<file path="src/aam_pkg.sv">
// Package with shared constants and types for the converter alarm monitor
//
// Contract
// - Conversion codes are straight binary in every range; negative full scale is all zeros.
// - Conversion code is 12 bits; one step is span over two to the twelfth.
// - Alarm drives the multifunction pin high only when function select equals 01b.
// - With alarm function on, input and supply alarms are enabled by default.
// - Input and supply alarms each have their own disable bit.
// - Each source keeps active and tripped flags; both set when it triggers.
// - Active flag clears at conversion end and sets again if condition persists.
// - Tripped flag holds until the alarm flag register is read, then clears.
// - All alarm flags update once at the end of every conversion.
// - Flags are supplied in any frame the host opens by pulling select low.
// - Selected flags may be appended after the conversion result in output data.
// - Input high alarm sets when code is strictly above the high threshold.
// - Input high alarm releases when code is at or below threshold minus hysteresis minus one.
// - Input low alarm sets when code is strictly below the low threshold.
// - Input low alarm releases when code is at or above threshold plus hysteresis plus one.
// - High and low thresholds are separate; one hysteresis value serves both.
// - Alarm pin goes high for any over or under condition on input or supply.
// - Supply high/low alarms follow the supply comparator's upper and lower trip reports.

`default_nettype none

package aam_pkg;

    // ========================================================================
    // Widths
    // ========================================================================
    localparam int AAM_CODE_W = 12;
    localparam int AAM_HYST_W = 4;
    localparam int AAM_SRC_N = 4;
    // Widened signed width for threshold arithmetic
    localparam int AAM_WIDE_W = AAM_CODE_W + 2;

    // ========================================================================
    // Field values
    // ========================================================================
    localparam logic [1:0] AAM_PIN_FUNC_ALARM = 2'h1;
    localparam logic [1:0] AAM_APPEND_NONE = 2'h0;
    localparam logic [1:0] AAM_APPEND_ACTIVE = 2'h1;
    localparam logic [1:0] AAM_APPEND_TRIPPED = 2'h2;
    localparam logic [1:0] AAM_APPEND_BOTH = 2'h3;
    localparam logic [AAM_WIDE_W-1:0] AAM_RELEASE_STEP = 14'h0001;

    // Reset values
    localparam logic [AAM_SRC_N-1:0] AAM_FLAGS_RST = 4'h0;

    // Source index order inside every flag vector
    localparam int AAM_SRC_IN_HIGH = 0;
    localparam int AAM_SRC_IN_LOW = 1;
    localparam int AAM_SRC_SUP_HIGH = 2;
    localparam int AAM_SRC_SUP_LOW = 3;

    // ========================================================================
    // Types
    // ========================================================================
    typedef struct packed {
        logic [AAM_SRC_N-1:0] tripped;
        logic [AAM_SRC_N-1:0] active;
    } aam_flags_t;

    typedef struct packed {
        logic [AAM_CODE_W-1:0] code;
        logic [AAM_SRC_N-1:0] activeTail;
        logic [AAM_SRC_N-1:0] trippedTail;
    } aam_stream_t;

    typedef enum logic [0:0] {
        AAM_FRAME_IDLE = 1'b0,
        AAM_FRAME_OPEN = 1'b1
    } aam_frame_t;

endpackage : aam_pkg

`default_nettype wire

</file>
<file path="src/aam_input_compare.sv">
// Threshold comparator with shared hysteresis for the input alarms
`timescale 1ns/1ps
`default_nettype none

module aam_input_compare
    import aam_pkg::*;
(
    input wire logic core_clk,
    input wire logic rstN,
    input wire logic convDone,
    input wire logic watchDisable,
    input wire logic [AAM_CODE_W-1:0] convCode,
    input wire logic [AAM_CODE_W-1:0] upperLimitWord,
    input wire logic [AAM_CODE_W-1:0] lowerLimitWord,
    input wire logic [AAM_HYST_W-1:0] hysteresis,
    output logic highCond,
    output logic lowCond
);

    // ========================================================================
    // Widened compare values
    // ========================================================================
    // Signed 14-bit math keeps T-H-1 and T+H+1 from wrapping at the code ends
    logic signed [AAM_WIDE_W-1:0] codeWide;
    logic signed [AAM_WIDE_W-1:0] upperWide;
    logic signed [AAM_WIDE_W-1:0] lowerWide;
    logic signed [AAM_WIDE_W-1:0] hystWide;
    logic signed [AAM_WIDE_W-1:0] highRelease;
    logic signed [AAM_WIDE_W-1:0] lowRelease;
    wire highSet;
    wire highClear;
    wire lowSet;
    wire lowClear;
    logic next_highCond;
    logic next_lowCond;

    assign codeWide = signed'({{(AAM_WIDE_W-AAM_CODE_W){1'b0}}, convCode});
    assign upperWide = signed'({{(AAM_WIDE_W-AAM_CODE_W){1'b0}}, upperLimitWord});
    assign lowerWide = signed'({{(AAM_WIDE_W-AAM_CODE_W){1'b0}}, lowerLimitWord});
    assign hystWide = signed'({{(AAM_WIDE_W-AAM_HYST_W){1'b0}}, hysteresis});
    assign highRelease = upperWide - hystWide - signed'(AAM_RELEASE_STEP);
    assign lowRelease = lowerWide + hystWide + signed'(AAM_RELEASE_STEP);

    // Both limits come from separate words, one hysteresis serves both
    assign highSet = codeWide > upperWide;
    assign highClear = codeWide <= highRelease;
    assign lowSet = codeWide < lowerWide;
    assign lowClear = codeWide >= lowRelease;

    // Between set and release the previous state holds
    assign next_highCond = watchDisable ? 1'b0 : (highSet | (highCond & ~highClear));
    assign next_lowCond = watchDisable ? 1'b0 : (lowSet | (lowCond & ~lowClear));

    // State moves only on a finished conversion
    always_ff @(posedge core_clk or negedge rstN)
    begin
        if (!rstN)
        begin
            highCond <= 1'b0;
            lowCond <= 1'b0;
        end
        else if (convDone)
        begin
            highCond <= next_highCond;
            lowCond <= next_lowCond;
        end
    end

endmodule : aam_input_compare

`default_nettype wire

</file>
<file path="src/aam_alarm_monitor.sv">
// Top of the converter alarm monitor: flags, alarm pin, frame snapshot, output stream
`timescale 1ns/1ps
`default_nettype none

module aam_alarm_monitor
    import aam_pkg::*;
#(
    parameter int CODE_W = AAM_CODE_W,
    parameter int HYST_W = AAM_HYST_W
)
(
    // Clock and reset
    input wire logic core_clk,
    input wire logic resetn,
    // Converter result, one pulse per finished conversion
    input wire logic convDone,
    input wire logic [CODE_W-1:0] convCode,
    // Supply comparator reports
    input wire logic analogSupplyAbove,
    input wire logic analogSupplyBelow,
    // Configuration bits
    input wire logic [1:0] secondOutFunctionSel,
    input wire logic inputWatchDisable,
    input wire logic supplyWatchDisable,
    input wire logic [CODE_W-1:0] upperLimitWord,
    input wire logic [CODE_W-1:0] lowerLimitWord,
    input wire logic [HYST_W-1:0] hysteresis,
    input wire logic [1:0] outputFormatControlWord,
    // Host side
    input wire logic conversionSelectPin,
    input wire logic flagRead,
    // Results
    output logic multifunctionOutPin,
    output logic alarmPinDrive,
    output aam_flags_t flagWord,
    output aam_flags_t frameFlags,
    output logic frameFlagsValid,
    output aam_stream_t streamWord,
    output logic [4:0] streamLength
);

    // ========================================================================
    // Reset release
    // ========================================================================
    logic rstMeta;
    logic rstN;

    // Two stages so release never lands mid-edge on the rest of the logic
    always_ff @(posedge core_clk or negedge resetn)
    begin
        if (!resetn)
        begin
            rstMeta <= 1'b0;
            rstN <= 1'b0;
        end
        else
        begin
            rstMeta <= 1'b1;
            rstN <= rstMeta;
        end
    end

    // ========================================================================
    // Input threshold comparators
    // ========================================================================
    logic inHighCond;
    logic inLowCond;

    aam_input_compare u_input_compare (
        .core_clk(core_clk),
        .rstN(rstN),
        .convDone(convDone),
        .watchDisable(inputWatchDisable),
        .convCode(convCode),
        .upperLimitWord(upperLimitWord),
        .lowerLimitWord(lowerLimitWord),
        .hysteresis(hysteresis),
        .highCond(inHighCond),
        .lowCond(inLowCond)
    );

    // ========================================================================
    // Per-source conditions and enables
    // ========================================================================
    // Both watches are on unless software sets a disable bit
    wire [AAM_SRC_N-1:0] srcEnable;
    wire [AAM_SRC_N-1:0] srcCond;

    assign srcEnable[AAM_SRC_IN_HIGH] = ~inputWatchDisable;
    assign srcEnable[AAM_SRC_IN_LOW] = ~inputWatchDisable;
    assign srcEnable[AAM_SRC_SUP_HIGH] = ~supplyWatchDisable;
    assign srcEnable[AAM_SRC_SUP_LOW] = ~supplyWatchDisable;

    assign srcCond[AAM_SRC_IN_HIGH] = inHighCond;
    assign srcCond[AAM_SRC_IN_LOW] = inLowCond;
    assign srcCond[AAM_SRC_SUP_HIGH] = analogSupplyAbove;
    assign srcCond[AAM_SRC_SUP_LOW] = analogSupplyBelow;

    // ========================================================================
    // Active and tripped flags
    // ========================================================================
    // Comparator output lags convDone by one cycle, so flags update a cycle later
    logic flagUpdate;
    logic [AAM_SRC_N-1:0] activeFlag;
    logic [AAM_SRC_N-1:0] trippedFlag;
    logic [AAM_SRC_N-1:0] next_activeFlag;
    logic [AAM_SRC_N-1:0] next_trippedFlag;

    always_ff @(posedge core_clk or negedge rstN)
    begin
        if (!rstN)
        begin
            flagUpdate <= 1'b0;
            activeFlag <= AAM_FLAGS_RST;
            trippedFlag <= AAM_FLAGS_RST;
        end
        else
        begin
            flagUpdate <= convDone;
            activeFlag <= next_activeFlag;
            trippedFlag <= next_trippedFlag;
        end
    end

    genvar src;
    generate
        for (src = 0; src < AAM_SRC_N; src++)
        begin : g_src
            wire trigger;

            // A disabled source never raises either flag
            assign trigger = srcCond[src] & srcEnable[src];

            // Active follows the condition at every conversion end
            assign next_activeFlag[src] = flagUpdate ? trigger : activeFlag[src];

            // Set beats the read clear so an alarm in the read cycle survives
            assign next_trippedFlag[src] = (flagUpdate & trigger) ? 1'b1 :
                                           (flagRead ? 1'b0 : trippedFlag[src]);
        end
    endgenerate

    // ========================================================================
    // Flag readback word
    // ========================================================================
    // Read data shows the flags as they were before the read clears tripped
    always_ff @(posedge core_clk or negedge rstN)
    begin
        if (!rstN)
        begin
            flagWord <= '{tripped: AAM_FLAGS_RST, active: AAM_FLAGS_RST};
        end
        else
        begin
            flagWord <= '{tripped: trippedFlag, active: activeFlag};
        end
    end

    // ========================================================================
    // Alarm pin
    // ========================================================================
    wire alarmAny;
    wire pinIsAlarm;
    logic next_multifunctionOutPin;

    // Any enabled active flag raises the pin, usable as host interrupt
    assign alarmAny = |activeFlag;
    assign pinIsAlarm = secondOutFunctionSel == AAM_PIN_FUNC_ALARM;
    // Other pin functions live outside this block; here the pin idles low
    assign next_multifunctionOutPin = pinIsAlarm & alarmAny;

    always_ff @(posedge core_clk or negedge rstN)
    begin
        if (!rstN)
        begin
            multifunctionOutPin <= 1'b0;
            alarmPinDrive <= 1'b0;
        end
        else
        begin
            multifunctionOutPin <= next_multifunctionOutPin;
            alarmPinDrive <= pinIsAlarm;
        end
    end

    // ========================================================================
    // Frame tracking
    // ========================================================================
    // A frame opens when the select pin goes low; flags are frozen then
    aam_frame_t frameState;
    aam_frame_t next_frameState;
    wire frameOpen;

    always_comb
    begin
        next_frameState = frameState;
        case (frameState)
            AAM_FRAME_IDLE:
            begin
                if (!conversionSelectPin)
                begin
                    next_frameState = AAM_FRAME_OPEN;
                end
            end
            AAM_FRAME_OPEN:
            begin
                if (conversionSelectPin)
                begin
                    next_frameState = AAM_FRAME_IDLE;
                end
            end
            default:
            begin
                next_frameState = AAM_FRAME_IDLE;
            end
        endcase
    end

    assign frameOpen = (frameState == AAM_FRAME_IDLE) & ~conversionSelectPin;

    always_ff @(posedge core_clk or negedge rstN)
    begin
        if (!rstN)
        begin
            frameState <= AAM_FRAME_IDLE;
            frameFlags <= '{tripped: AAM_FLAGS_RST, active: AAM_FLAGS_RST};
            frameFlagsValid <= 1'b0;
        end
        else
        begin
            frameState <= next_frameState;
            if (frameOpen)
            begin
                frameFlags <= '{tripped: trippedFlag, active: activeFlag};
            end
            frameFlagsValid <= next_frameState == AAM_FRAME_OPEN;
        end
    end

    // ========================================================================
    // Output data stream
    // ========================================================================
    // Result leads; selected flag groups follow, unselected tails read zero
    wire appendActive;
    wire appendTripped;
    logic [4:0] next_streamLength;

    assign appendActive = (outputFormatControlWord == AAM_APPEND_ACTIVE) |
                          (outputFormatControlWord == AAM_APPEND_BOTH);
    assign appendTripped = (outputFormatControlWord == AAM_APPEND_TRIPPED) |
                           (outputFormatControlWord == AAM_APPEND_BOTH);
    assign next_streamLength = 5'(CODE_W) + (appendActive ? 5'(AAM_SRC_N) : 5'h0) +
                               (appendTripped ? 5'(AAM_SRC_N) : 5'h0);

    // Stream is built on the flag update edge from the next flag values, so flags are fresh
    always_ff @(posedge core_clk or negedge rstN)
    begin
        if (!rstN)
        begin
            streamWord <= '0;
            streamLength <= 5'(CODE_W);
        end
        else if (flagUpdate)
        begin
            streamWord.code <= convCode;
            streamWord.activeTail <= appendActive ? next_activeFlag : AAM_FLAGS_RST;
            streamWord.trippedTail <= appendTripped ? next_trippedFlag : AAM_FLAGS_RST;
            streamLength <= next_streamLength;
        end
    end

endmodule : aam_alarm_monitor

`default_nettype wire

</file>
<file path="config.mk">
export PLATFORM = sky130hd
export DESIGN_NAME = aam_alarm_monitor
export DESIGN_NICKNAME = d
export VERILOG_FILES = /design/src/aam_pkg.sv /design/src/aam_input_compare.sv /design/src/aam_alarm_monitor.sv
export SDC_FILE = /design/constraint.sdc
export NUM_CORES = 1
export LEC_CHECK = 0
export BUFFER_PORTS_ARGS = -buffer_cell sky130_fd_sc_hd__buf_2
export CAP_MARGIN = 10
export CORE_ASPECT_RATIO = 0.8
export CORE_MARGIN = 2
export CORE_UTILIZATION = 50
export DETAILED_ROUTE_END_ITERATION = 7
export PLACE_DENSITY_LB_ADDON = 0.05
export SYNTH_ARGS = -nofsm -noshare
export SYNTH_HDL_FRONTEND = slang
export SYNTH_HIERARCHICAL = 1
export SYNTH_SLANG_ARGS = --single-unit
export TNS_END_PERCENT = 5
</file>
<file path="constraint.sdc">
create_clock -name core_clk -period 4.3 [get_ports core_clk]
set_clock_uncertainty 0.1 [all_clocks]
set_input_delay 0.43 -clock core_clk [delete_from_list [all_inputs] [get_ports core_clk]]
set_output_delay 0.43 -clock core_clk [all_outputs]
set_load 0.01 [all_outputs]
</file>
Yosys cells after proc, flatten, opt, wreduce, memory -nomap -nowiden:

Index checks and enable logic that the tools add are counted.

* reductions and logical operators: 1
* multiplexer cells: 19
* equal/unequal tests: 4
* bitwise logic cells: 22
* $lt $le $gt $ge: 4
* add/sub/neg operators: 6

Operators with widths (count)
* 2-to-1 mux 1 bit: 15
* adder 14 x 2 -> 14 bit (second input constant): 1
* greater-or-equal comparator 13 x 14 -> 1 bit: 1
* <= comparator 13 x 14 -> 1 bit: 1
* subtractor 14 x 2 -> 14 bit (second input constant): 1
* adder 12 x 4 -> 13 bit: 1
* subtractor 12 x 4 -> 13 bit: 1
* AND 1 bit: 12
* greater-than comparator 12 bit: 1
* less-than comparator 12 bit: 1
* 2-to-1 mux 4 bit: 2
* 2-to-1 mux 3 bit: 2
* NOT 1 bit: 6
* adder 4 x 3 -> 5 bit (first input constant): 1
* adder 5 x 3 -> 5 bit: 1
* equality test 2 x 1 -> 1 bit (second input constant): 2
* equality test 2 bit (second input constant): 2
* bitwise OR 1 bit: 4
* OR reduction 4 bit: 1

* bits of input ports: 53
* logic and storage cells: 74
* register bits after elaboration: 57
* output and inout port bits: 44

Longest topological paths before layout:

Gate-level depths: netlist of the first run.

* depth in word-level cells: 7
* depth in mapped cells: 17
* depth with buffers taken out: 17

By module:

The synthesis of the first run kept the hierarchy.

By module, submodules not included
* aam_input_compare: cells an instance 299, area each 2318.5 sq um, instances 1
* aam_alarm_monitor: cells an instance 147, area each 2011.9 sq um, instances 1

Worst setup path before layout of the first run:

No wires, ideal clock.

* kind: input port to flip-flop
* start: in upperLimitWord[0]
* end: reg u_input_compare.highCond
* path buffers: 0
* stages on the path: 16
* arrival time: 3.343 ns
* setup slack: 0.722 ns
* path through: inv_1 -> ha_1 -> fa_1 -> nand3b_2 -> or3_1 -> nor3_2 -> a211oi_1 -> a211o_1 -> a211o_1 -> xnor2_1 -> ha_1 -> nand3_1 -> o32ai_1 -> a31oi_1 -> o31ai_1 -> a31oi_1

* cells in the longest elaborated chain, start to end: 7
* elaborated cells between the ends (all ways): 8

RTL lines
* start: declaration: RTL line aam_alarm_monitor.sv:25 `input wire logic [CODE_W-1:0] upperLimitWord,`
* subtractor 12 x 4 -> 13 bit: RTL line aam_input_compare.sv:41 `assign highRelease = upperWide - hystWide - signed'(AAM_RELEASE_STEP);`
* subtractor 14 x 2 -> 14 bit: RTL line aam_input_compare.sv:41
* <= comparator 13 x 14 -> 1 bit: RTL line aam_input_compare.sv:46 `assign highClear = codeWide <= highRelease;`
* NOT 1 bit: RTL line aam_input_compare.sv:51 `assign next_highCond = watchDisable ? 1'b0 : (highSet | (highCond & ~highClear));`
* AND 1 bit: RTL line aam_input_compare.sv:51
* bitwise OR 1 bit *: RTL line aam_input_compare.sv:51
* 2-to-1 mux 1 bit *: RTL line aam_input_compare.sv:51
* end signal: assignment: RTL line aam_input_compare.sv:64 `highCond <= next_highCond;`
* end: declaration: RTL line aam_input_compare.sv:16 `output logic highCond,`

Every way passes the cells marked *; elsewhere a longest branch is shown, timed or not.
A chain may end at the register's enable or synchronous reset.

Worst setup path after layout of the first run:

Same ends and word-level chain as after synthesis.

==> results of run 1 <==
-- layout by cell type (no fill, tap or decap), types with 4 or more instances in the layout --
cell      synthesis  routed
mux2_2           14      14
a21o_1            9       9
nor4_1            4       4
nand3_1          11      11
a31oi_1           4       4
nand4_1          13      13
clkbuf_8          0       5
o21a_1            6       6
o211ai_1          4       4
nor3_1           12      12
nor2b_1          11      11
nor2_1           13      13
o22ai_1           4       4
xnor2_1          25      25
a21oi_1          19      19
mux2_4            7       7
inv_1            52      52
dfrtp_1          53      52
buf_2             3      94
or3_1             6       6
a211oi_1          8       8
ha_1             61      61
nand2_1          17      17
o21ai_0          20      20
xor2_1            5       5
and3_1            6       6
-- power breakdown --
part	switching [mW]	leakage (nW)	internal (mW)
sequential	0.0278	0.694	0.568
clock	0.168	0.0581	0.174
combinational	0.267	1.79	0.215
-- stage by stage --
step                hold slack [ns]  std cells  cell area [um^2]
finish                        0.196        657              5030
global route                  0.182        657              5030
CTS                           0.186        657              5030
detailed placement            0.117        648              4910
global placement              0.116        648              4910
floorplan                    0.0344        447              4330
-- cell type report --
type / instances / area share (%)
Clock buffer: 5 / 1.37
Clock inverter: 3 / 0.870
Inverter: 52 / 3.88
Multi-Input combinational cell: 332 / 53.7
Sequential cell: 55 / 27.4
Tap cell: 112 / 2.79
Timing Repair Buffer: 98 / 10.0
-- cell families (layout without fill, tap and decap cells) --
family | after synthesis | in the layout | synth area share [%]
flops | 55 | 55 | 31.8
simple gates | 113 | 113 | 14.8
other cells | 2 | 3 | 0.173
xor+xnor | 31 | 31 | 6.44
compound gates | 99 | 99 | 15.7
mux | 23 | 23 | 6.53
fa+ha+maj | 63 | 63 | 18.5
buf+inv | 60 | 158 | 5.89
-- final timing paths --
path	startpoint	slack [ns]	to	cells past startpoint
max reg2reg	flagUpdate	2.90	streamWord[12]	2
min	secondOutFunctionSel[1]	0.20	alarmPinDrive	2
min in group asynchronous	rstN	0.28	streamWord[6]	1
max	upperLimitWord[0]	0.62	u_input_compare/highCond	18
max in group asynchronous	rstN	3.38	frameFlags[0]	1
min reg2reg	rstMeta	0.26	rstN	0
-- sequential cells by signal (all words and copies together), names as in the netlist --
name / count
streamLength: 3
flagUpdate: 1
multifunctionOutPin: 1
trippedFlag: 4
rstMeta: 1
frameState: 1
alarmPinDrive: 1
streamWord: 20
flagWord: 8
u_input_compare/lowCond: 1
activeFlag: 4
frameFlags: 8
u_input_compare/highCond: 1
rstN: 1
-- per-layer routing --
metal,share of wire (%),track usage (%),wire length [um]
met5,0,0,0
met4,0.76,4.43,81
met3,6.6,4.64,704
met2,44,37.5,4770
met1,48,34.0,5170
-- timing repair --
action | 4_1_cts | 5_1_grt
hold buffers | 1 | 0
setup buffers | 0 | 0
hold endpoints to repair | 2 | 0
==> impl_table.tex, run 1 <==
\begin{tabular}{lr}
\hline
Metric & Value \\
\hline
\multicolumn{2}{l}{\textbf{Critical path}} \\
\quad Worst path required time & 4.43 ns \\
\quad CP dominant cell by count & a31oi\_1 \\
\quad Worst-path fanout max & 5 \\
\quad Category of the worst setup path capture point & flop \\
\quad Signal arrival time at the worst endpoint & 3.81 ns \\
\quad Critical Path Slowest Stage Cell & fa\_1 \\
\quad Crit path largest cell delay & about 0.42 ns \\
\quad Critical Path, Cell by Cell & buf\_2 > inv\_1 > ha\_1 > fa\_1 > nand3b\_2 > nand2\_1 > o21a\_1 > a31oi\_1 > nor3\_1 > nand3\_1 > xnor2\_1 > ha\_1 > and4\_1 > nand4\_1 > o21bai\_1 > a31oi\_1 > o31ai\_1 > a31oi\_1 \\
\quad Critical path startpoint category & input port \\
\quad Category of the critical setup timing path & input port to flop \\
\quad Largest delay contributor family on the critical path & simple AND/OR/NAND/NOR gates \\
\quad Bufs and invs on worst path & 2 \\
\multicolumn{2}{l}{\textbf{GRT}} \\
\quad First-pass GRT wire length & 17600 um \\
\quad Number of global-route vias before repair & 3612 \\
\quad Global Route Usage Sum & 23.6\% \\
\quad Largest net degree at the start of global routing & 54 \\
\quad Initial antenna violation count & 0 \\
\quad Grt ovf & 0 \\
\multicolumn{2}{l}{\textbf{Pwr}} \\
\quad Worst IR drop on VDD & between 0.2 and 0.25 mV \\
\quad Leakage power of the design & roughly 2.5 nW \\
\quad Power per Cell Area & 282 nW/um\^{}2 \\
\quad Power Total & 1.42 mW \\
\multicolumn{2}{l}{\textbf{Clock tree}} \\
\quad Root buffer cell & clkbuf\_8 \\
\quad CTS buffer count & 5 \\
\quad Bufs on Longest Clock Path & 2 \\
\quad Number of clock sinks & 55 \\
\quad Clock latency reported for the late side of the worst-skew pair & 0.31 ns \\
\quad H-tree levels & 2 \\
\quad Post-CTS Resized & 0 \\
\quad Clk slew on worst S/H paths & 0.09 ns \\
\quad CTS tree & built \\
\multicolumn{2}{l}{\textbf{Placement}} \\
\quad Weighted congestion at the end of routability-driven global placement & between 0.8 and 0.9 \\
\quad Total half-perimeter wirelength after legalization and detailed placement & approximately 8600 um \\
\quad Number of port buffers & 94 \\
\quad Worst setup slack before clock tree synthesis & between 0.3 and 0.4 ns \\
\multicolumn{2}{l}{\textbf{Timing}} \\
\quad Setup tns final & 0 ns \\
\quad Final Slew Violations & 0 \\
\quad Least-Margin Pin Slew & 0.659 ns \\
\quad Number of failing setup endpoints in the final timing report & 0 \\
\quad Fmax achieved & 272 MHz \\
\quad Period minus WS final & 3.68 ns \\
\quad RSZ-0062 raised after global routing & no \\
\quad Final hold violation count & 0 \\
\quad Final Cycle Share & between 80\% and 90\% \\
\quad Final critical-path setup slack & 0.625 ns \\
\quad Normalized max-slew margin & 56.1\% \\
\multicolumn{2}{l}{\textbf{Finish}} \\
\quad Area of combinational cells with multiple inputs & $\sim$2700 um\^{}2 \\
\quad \# diodes & 0 \\
\quad NumNets Final & 660 \\
\quad Proportion of layout cells with a drive suffix above 1 & 26.2\% \\
\quad Finished Core Util & 59.6\% \\
\quad Area taken by flip-flops and latches & 1380 um\^{}2 \\
\quad Fillers & approximately 760 \\
\quad Area Growth Syn to Fin & 16.2\% \\
\multicolumn{2}{l}{\textbf{Yosys}} \\
\quad Top flip-flop cell by instance count after synthesis & dfrtp\_1 \\
\quad Sequential-to-total area share from yosys stat & about a third \\
\quad Most used standard cell by instance count after synthesis & ha\_1 \\
\quad Cells after synthesis & 446 \\
\quad Mean cell area of the mapped netlist & between 9 and 10 um\^{}2 \\
\quad Top cell type's share of synthesized area & 30.6\% \\
\quad Largest area contributor in the netlist & dfrtp\_1 \\
\quad Netlist area before placement & 4330 um\^{}2 \\
\quad Ranking of synthesized cells by area & dfrtp\_1 31\%, ha\_1 18\%, xnor2\_1 5.1\%, inv\_1 4.5\%, mux2\_2 3.6\% \\
\quad Number of distinct library cell variants in the gate-level netlist after synthesis & 65 \\
\quad Number of enable flip-flop cells after synthesis & 0 \\
\quad Leading cell types by count after synthesis & 61 x ha\_1, 53 x dfrtp\_1, 52 x inv\_1, 25 x xnor2\_1, 20 x o21ai\_0 \\
\quad Post-synthesis register bit count & 55 \\
\quad Synth async-reset ratio & between 90\% and 100\% \\
\quad Yosys warns & 6 \\
\multicolumn{2}{l}{\textbf{Floorplan}} \\
\quad Die outline height & 87.2 um \\
\quad Total I/O pin count & 97 \\
\quad Core outline area & between 8000 and 9000 um\^{}2 \\
\quad Die width & 108 um \\
\quad Total Die Area & 9430 um\^{}2 \\
\quad Standard-cell rows & 30 \\
\quad Starting density of the core & 51.3\% \\
\multicolumn{2}{l}{\textbf{Routing}} \\
\quad Detailed-route DRC error count & 0 \\
\quad Final ANT Viol Nets & 0 \\
\quad Initial DRC Count & 181 \\
\quad Detail-routed via count per cell & 5.59 \\
\quad Via count & $\sim$3.7k \\
\quad Drt pass-1 iters & 5 \\
\quad Drt total wl & between 10000 and 15000 um \\
\quad Wire length per cell after detailed routing & around 16 um \\
\multicolumn{2}{l}{\textbf{Min path}} \\
\quad HP Class & input port to flop \\
\multicolumn{2}{l}{\textbf{Outcome}} \\
\quad Outcome & finished clean \\
\multicolumn{2}{l}{\textbf{Flow run}} \\
\quad Max-cap viol count & 0 \\
\hline
\end{tabular}
Power figures use the tool's default switching activity.
==> run 2: changes to the inputs <==
--- a/config.mk
+++ b/config.mk
@@ -5,6 +5,7 @@
 export SDC_FILE = /design/constraint.sdc
 export NUM_CORES = 1
 export LEC_CHECK = 0
+export ABC_AREA = 1
 export BUFFER_PORTS_ARGS = -buffer_cell sky130_fd_sc_hd__buf_2
 export CAP_MARGIN = 10
 export CORE_ASPECT_RATIO = 0.8
==> run 2 against run 1 <==
Effect of this change: total power fell by 6.2%; highest routed layer unchanged; flip-flop and latch count unchanged; final cell count grew 20%; utilization about the same; largest power group unchanged; synthesized area increased by 1.8%.
==> impl_table.tex, run 2 <==
\begin{tabular}{lr}
\hline
Metric & Value \\
\hline
\multicolumn{2}{l}{\textbf{Placement}} \\
\quad Weighted congestion at the end of routability-driven global placement & 0.853 (-3.9\%) \\
\quad Number of port buffers & 94 (unchanged) \\
\quad Worst setup slack before clock tree synthesis & 0.687 ns (+0.327 ns) \\
\quad Total half-perimeter wirelength after legalization and detailed placement & 8580 um (-0.58\%) \\
\multicolumn{2}{l}{\textbf{Finish}} \\
\quad Flip-flop count of the largest register after layout & 20 (unchanged) \\
\quad Area Growth Syn to Fin & 15.1\% \\
\quad Finished Core Util & 59.6\% (about the same) \\
\quad \# diodes & 0 (unchanged) \\
\quad NumNets Final & 793 (+20\%) \\
\quad Most common cell after layout, fill and taps aside & nand2\_1 \\
\quad Top flop regs & streamWord: 20 flops, flagWord: 8 flops, frameFlags: 8 flops \\
\quad Largest reg by FF count & streamWord \\
\quad Commonest non-fill, non-tap cells in the layout & 192 x nand2\_1, 94 x buf\_2, 62 x inv\_1 \\
\quad Proportion of layout cells with a drive suffix above 1 & 22.1\% (-4.1 points) \\
\multicolumn{2}{l}{\textbf{Pwr}} \\
\quad Reg power frac & 44.2\% (+2.2 points) \\
\quad Power Total & 1.33 mW (-6.2\%) \\
\quad Cell Int Power & 0.857 mW (-10\%) \\
\quad Net switching power & 0.475 mW (+2.6\%) \\
\quad Share of total power consumed by net switching & 35.7\% (+3.1 points) \\
\quad Power share of the combinational group & 34.0\% (about the same) \\
\quad Worst IR drop on VDD & 0.171 mV (-20\%) \\
\quad Clock share of power & 21.8\% (-2.3 points) \\
\quad Leakage power of the design & 2.85 nW (+12\%) \\
\quad Power per Cell Area & 262 nW/um\^{}2 (-7.0\%) \\
\multicolumn{2}{l}{\textbf{Yosys}} \\
\quad Synth async-reset ratio & 100\% (unchanged) \\
\quad Yosys warns & 6 (unchanged) \\
\quad Leading cell types by count after synthesis & 192 x nand2\_1, 62 x inv\_1, 61 x ha\_1, 53 x dfrtp\_1, 32 x nor2\_1 \\
\quad Top flip-flop cell by instance count after synthesis & dfrtp\_1 \\
\quad Largest area contributor in the netlist & dfrtp\_1 \\
\quad Post-synthesis register bit count & 55 (unchanged) \\
\quad Cells after synthesis & 580 (+30\%) \\
\quad Number of distinct library cell variants in the gate-level netlist after synthesis & 41 (-37\%) \\
\quad Number of enable flip-flop cells after synthesis & 0 (unchanged) \\
\quad Ranking of synthesized cells by area & dfrtp\_1 30\%, ha\_1 17\%, nand2\_1 16\%, inv\_1 5.3\%, xor2\_1 3.0\% \\
\quad Top cell type's share of synthesized area & 30.1\% (-0.56 points) \\
\quad Sequential-to-total area share from yosys stat & 31.3\% (-0.58 points) \\
\quad Netlist area before placement & 4410 um\^{}2 (+1.8\%) \\
\quad Mean cell area of the mapped netlist & 7.60 um\^{}2 (-22\%) \\
\quad Most used standard cell by instance count after synthesis & nand2\_1 \\
\multicolumn{2}{l}{\textbf{Timing}} \\
\quad Number of failing setup endpoints in the final timing report & 0 (unchanged) \\
\quad Final hold violation count & 0 (unchanged) \\
\quad Normalized max-slew margin & 48.5\% (-7.6 points) \\
\quad Final Cycle Share & 76.7\% (-8.7 points) \\
\quad Period minus WS final & 3.30 ns (-0.376 ns) \\
\quad RSZ-0062 raised after global routing & no \\
\quad Setup tns final & 0 ns (unchanged) \\
\quad Hold WS & 0.166 ns (-0.0297 ns) \\
\quad Least-Margin Pin Slew & 0.773 ns (+0.113 ns) \\
\quad Final critical-path setup slack & 1.00 ns (+0.376 ns) \\
\quad Fmax achieved & 303 MHz (+11\%) \\
\quad Final Slew Violations & 0 (unchanged) \\
\multicolumn{2}{l}{\textbf{Routing}} \\
\quad Drt total wl & 10400 um (-3.1\%) \\
\quad Detailed-route DRC error count & 0 (unchanged) \\
\quad Via count & 3973 (+8.3\%) \\
\quad Wire length per cell after detailed routing & 13.2 um (-19\%) \\
\quad Drt pass-1 iters & 4 (-1) \\
\quad Detail-routed via count per cell & 5.03 (-10\%) \\
\quad Final ANT Viol Nets & 0 (unchanged) \\
\quad Initial DRC Count & 152 (-16\%) \\
\multicolumn{2}{l}{\textbf{Critical path}} \\
\quad Category of the critical setup timing path & input port to flop \\
\quad Crit path largest cell delay & 0.42 ns (about the same) \\
\quad Reg-to-Reg Start & flagUpdate \\
\quad Worst setup startpoint & upperLimitWord[0] \\
\quad Signal arrival time at the worst endpoint & 3.45 ns (-0.36 ns) \\
\quad Category of the worst setup path capture point & flop \\
\quad Worst R2R End & streamWord[3] \\
\quad Internal reg-to-reg setup slack & 2.31 ns (-0.59 ns) \\
\quad Critical Path Slowest Stage Cell & fa\_1 \\
\quad CP dominant cell by count & nand2\_1 \\
\quad R2r worst-path depth & 4 (+2) \\
\quad Worst path required time & 4.45 ns (+0.02 ns) \\
\quad End point of the critical path & u\_input\_compare/highCond \\
\quad Worst-path fanout max & 4 (-1) \\
\quad Critical path startpoint category & input port \\
\multicolumn{2}{l}{\textbf{Clock tree}} \\
\quad Bufs on Longest Clock Path & 2 (unchanged) \\
\quad CTS buffer count & 5 (unchanged) \\
\quad Root buffer cell & clkbuf\_8 \\
\quad Post-CTS Setup Bufs & 0 (unchanged) \\
\quad Clock latency reported for the late side of the worst-skew pair & 0.30 ns (about the same) \\
\quad CTS tree & built \\
\quad Clk slew on worst S/H paths & 0.10 ns (about the same) \\
\quad Number of clock sinks & 55 (unchanged) \\
\quad H-tree levels & 2 (unchanged) \\
\multicolumn{2}{l}{\textbf{Floorplan}} \\
\quad Starting density of the core & 51.8\% (+0.49 points) \\
\quad Core outline area & 8520 um\^{}2 (+0.89\%) \\
\quad Die width & 109 um (+0.88\%) \\
\quad Die outline height & 88.0 um (+0.88\%) \\
\quad Total I/O pin count & 97 (unchanged) \\
\quad Standard-cell rows & 30 (unchanged) \\
\quad Total Die Area & 9590 um\^{}2 (+1.8\%) \\
\multicolumn{2}{l}{\textbf{Flow run}} \\
\quad Max-cap viol count & 0 (unchanged) \\
\multicolumn{2}{l}{\textbf{GRT}} \\
\quad Initial antenna violation count & 0 (unchanged) \\
\quad Grt ovf & 0 (unchanged) \\
\quad First-pass GRT wire length & 17400 um (-1.3\%) \\
\quad Largest net degree at the start of global routing & 54 (unchanged) \\
\quad Global Route Usage Sum & 22.8\% (-0.85 points) \\
\quad Number of global-route vias before repair & 3748 (+3.8\%) \\
\multicolumn{2}{l}{\textbf{Outcome}} \\
\quad Outcome & finished clean \\
\multicolumn{2}{l}{\textbf{Min path}} \\
\quad HP Class & input port to flop \\
\hline
\end{tabular}
## run 2: cell count changes after synthesis, sizes merged, moves of 6 or more
cell / before / now
a21o: 9 / 0
and3: 6 / 0
inv: 52 / 71
mux2: 21 / 0
nand2: 17 / 202
nand3: 11 / 32
nor2: 14 / 44
nor2b: 11 / 0
nor3: 13 / 6
or3: 6 / 0
xnor2: 26 / 7
xor2: 5 / 16
## run 2: worst min-delay path by stage
stage | slack [ns] | start | end | depth (start not counted)
after floorplan | 0.03 | resetn | rstMeta | 0
after global placement | 0.11 | resetn | rstMeta | 1
after detailed placement | 0.12 | resetn | rstMeta | 1
after CTS | 0.16 | convDone | flagUpdate | 1
after global routing | 0.14 | convDone | flagUpdate | 1
final | 0.17 | convDone | flagUpdate | 1
## run 2: kinds of logic (layout without fill, tap and decap cells)
family                   Yosys count  after routing  share of synthesized area [%]
AND/OR/NAND/NOR                  300            300                           30.2
buffers and inverters             78            175                           7.43
adder cells (fa/ha/maj)           63             63                           18.2
AO/OA/AOI/OAI                     59             59                           8.00
flip-flops                        55             55                           31.3
XOR/XNOR                          23             23                           4.74
other                              2              3                          0.170
## run 2: timing repair
action                                 4_1_cts  5_1_grt
resized for setup                            0        0
hold buffers                                 1        0
endpoints found under the hold margin        2        0
## run 2: per-layer routing
| metal | vias up | wire, um | GRT usage (%) | share of wire (%) |
|---|---|---|---|---|
| li1 | 2062 | - | - | - |
| met3 | 4 | 539 | 3.42 | 5.2 |
| met4 | 0 | 61 | 4.43 | 0.59 |
| met5 | - | 0 | 0 | 0 |
| met1 | 1808 | 5140 | 32.6 | 49 |
| met2 | 99 | 4650 | 36.9 | 45 |
## run 2: power groups by stage
stage	clock network, mW	registers, mW	logic, mW
after CTS	0.298	0.589	0.457
after floorplan	0	0.618	0.287
after global routing	0.328	0.595	0.526
final	0.291	0.589	0.453
after detailed placement	0	0.599	0.454
after global placement	0	0.599	0.442
## run 2: cell type report
class / count / area, um^2
clock buffer: 5 / 68.8
clock inverter: 3 / 23.8
fill: 820 / 3450
inverter: 71 / 267
multi-input combinational: 448 / 2710
sequential: 55 / 1380
tap: 112 / 140
timing repair buffer: 96 / 488
## run 2: worst max-delay path: cells and delay by family
| family | cells | cell delay (ns) |
|---|---|---|
| buffers and inverters | 3 | 0.23 |
| adders and majority gates | 3 | 0.93 |
| xor gates and xnor gates | 1 | 0.15 |
| and+or+nand+nor | 19 | 1.55 |
| AOI/OAI and AO/OA | 1 | 0.17 |
## run 2: through the flow
stage,cells,cell area [um^2]
4_1_cts,790,5070
3_5_place_dp,781,4970
2_1_floorplan,581,4410
6_report,790,5070
5_1_grt,790,5070
3_3_place_gp,781,4970
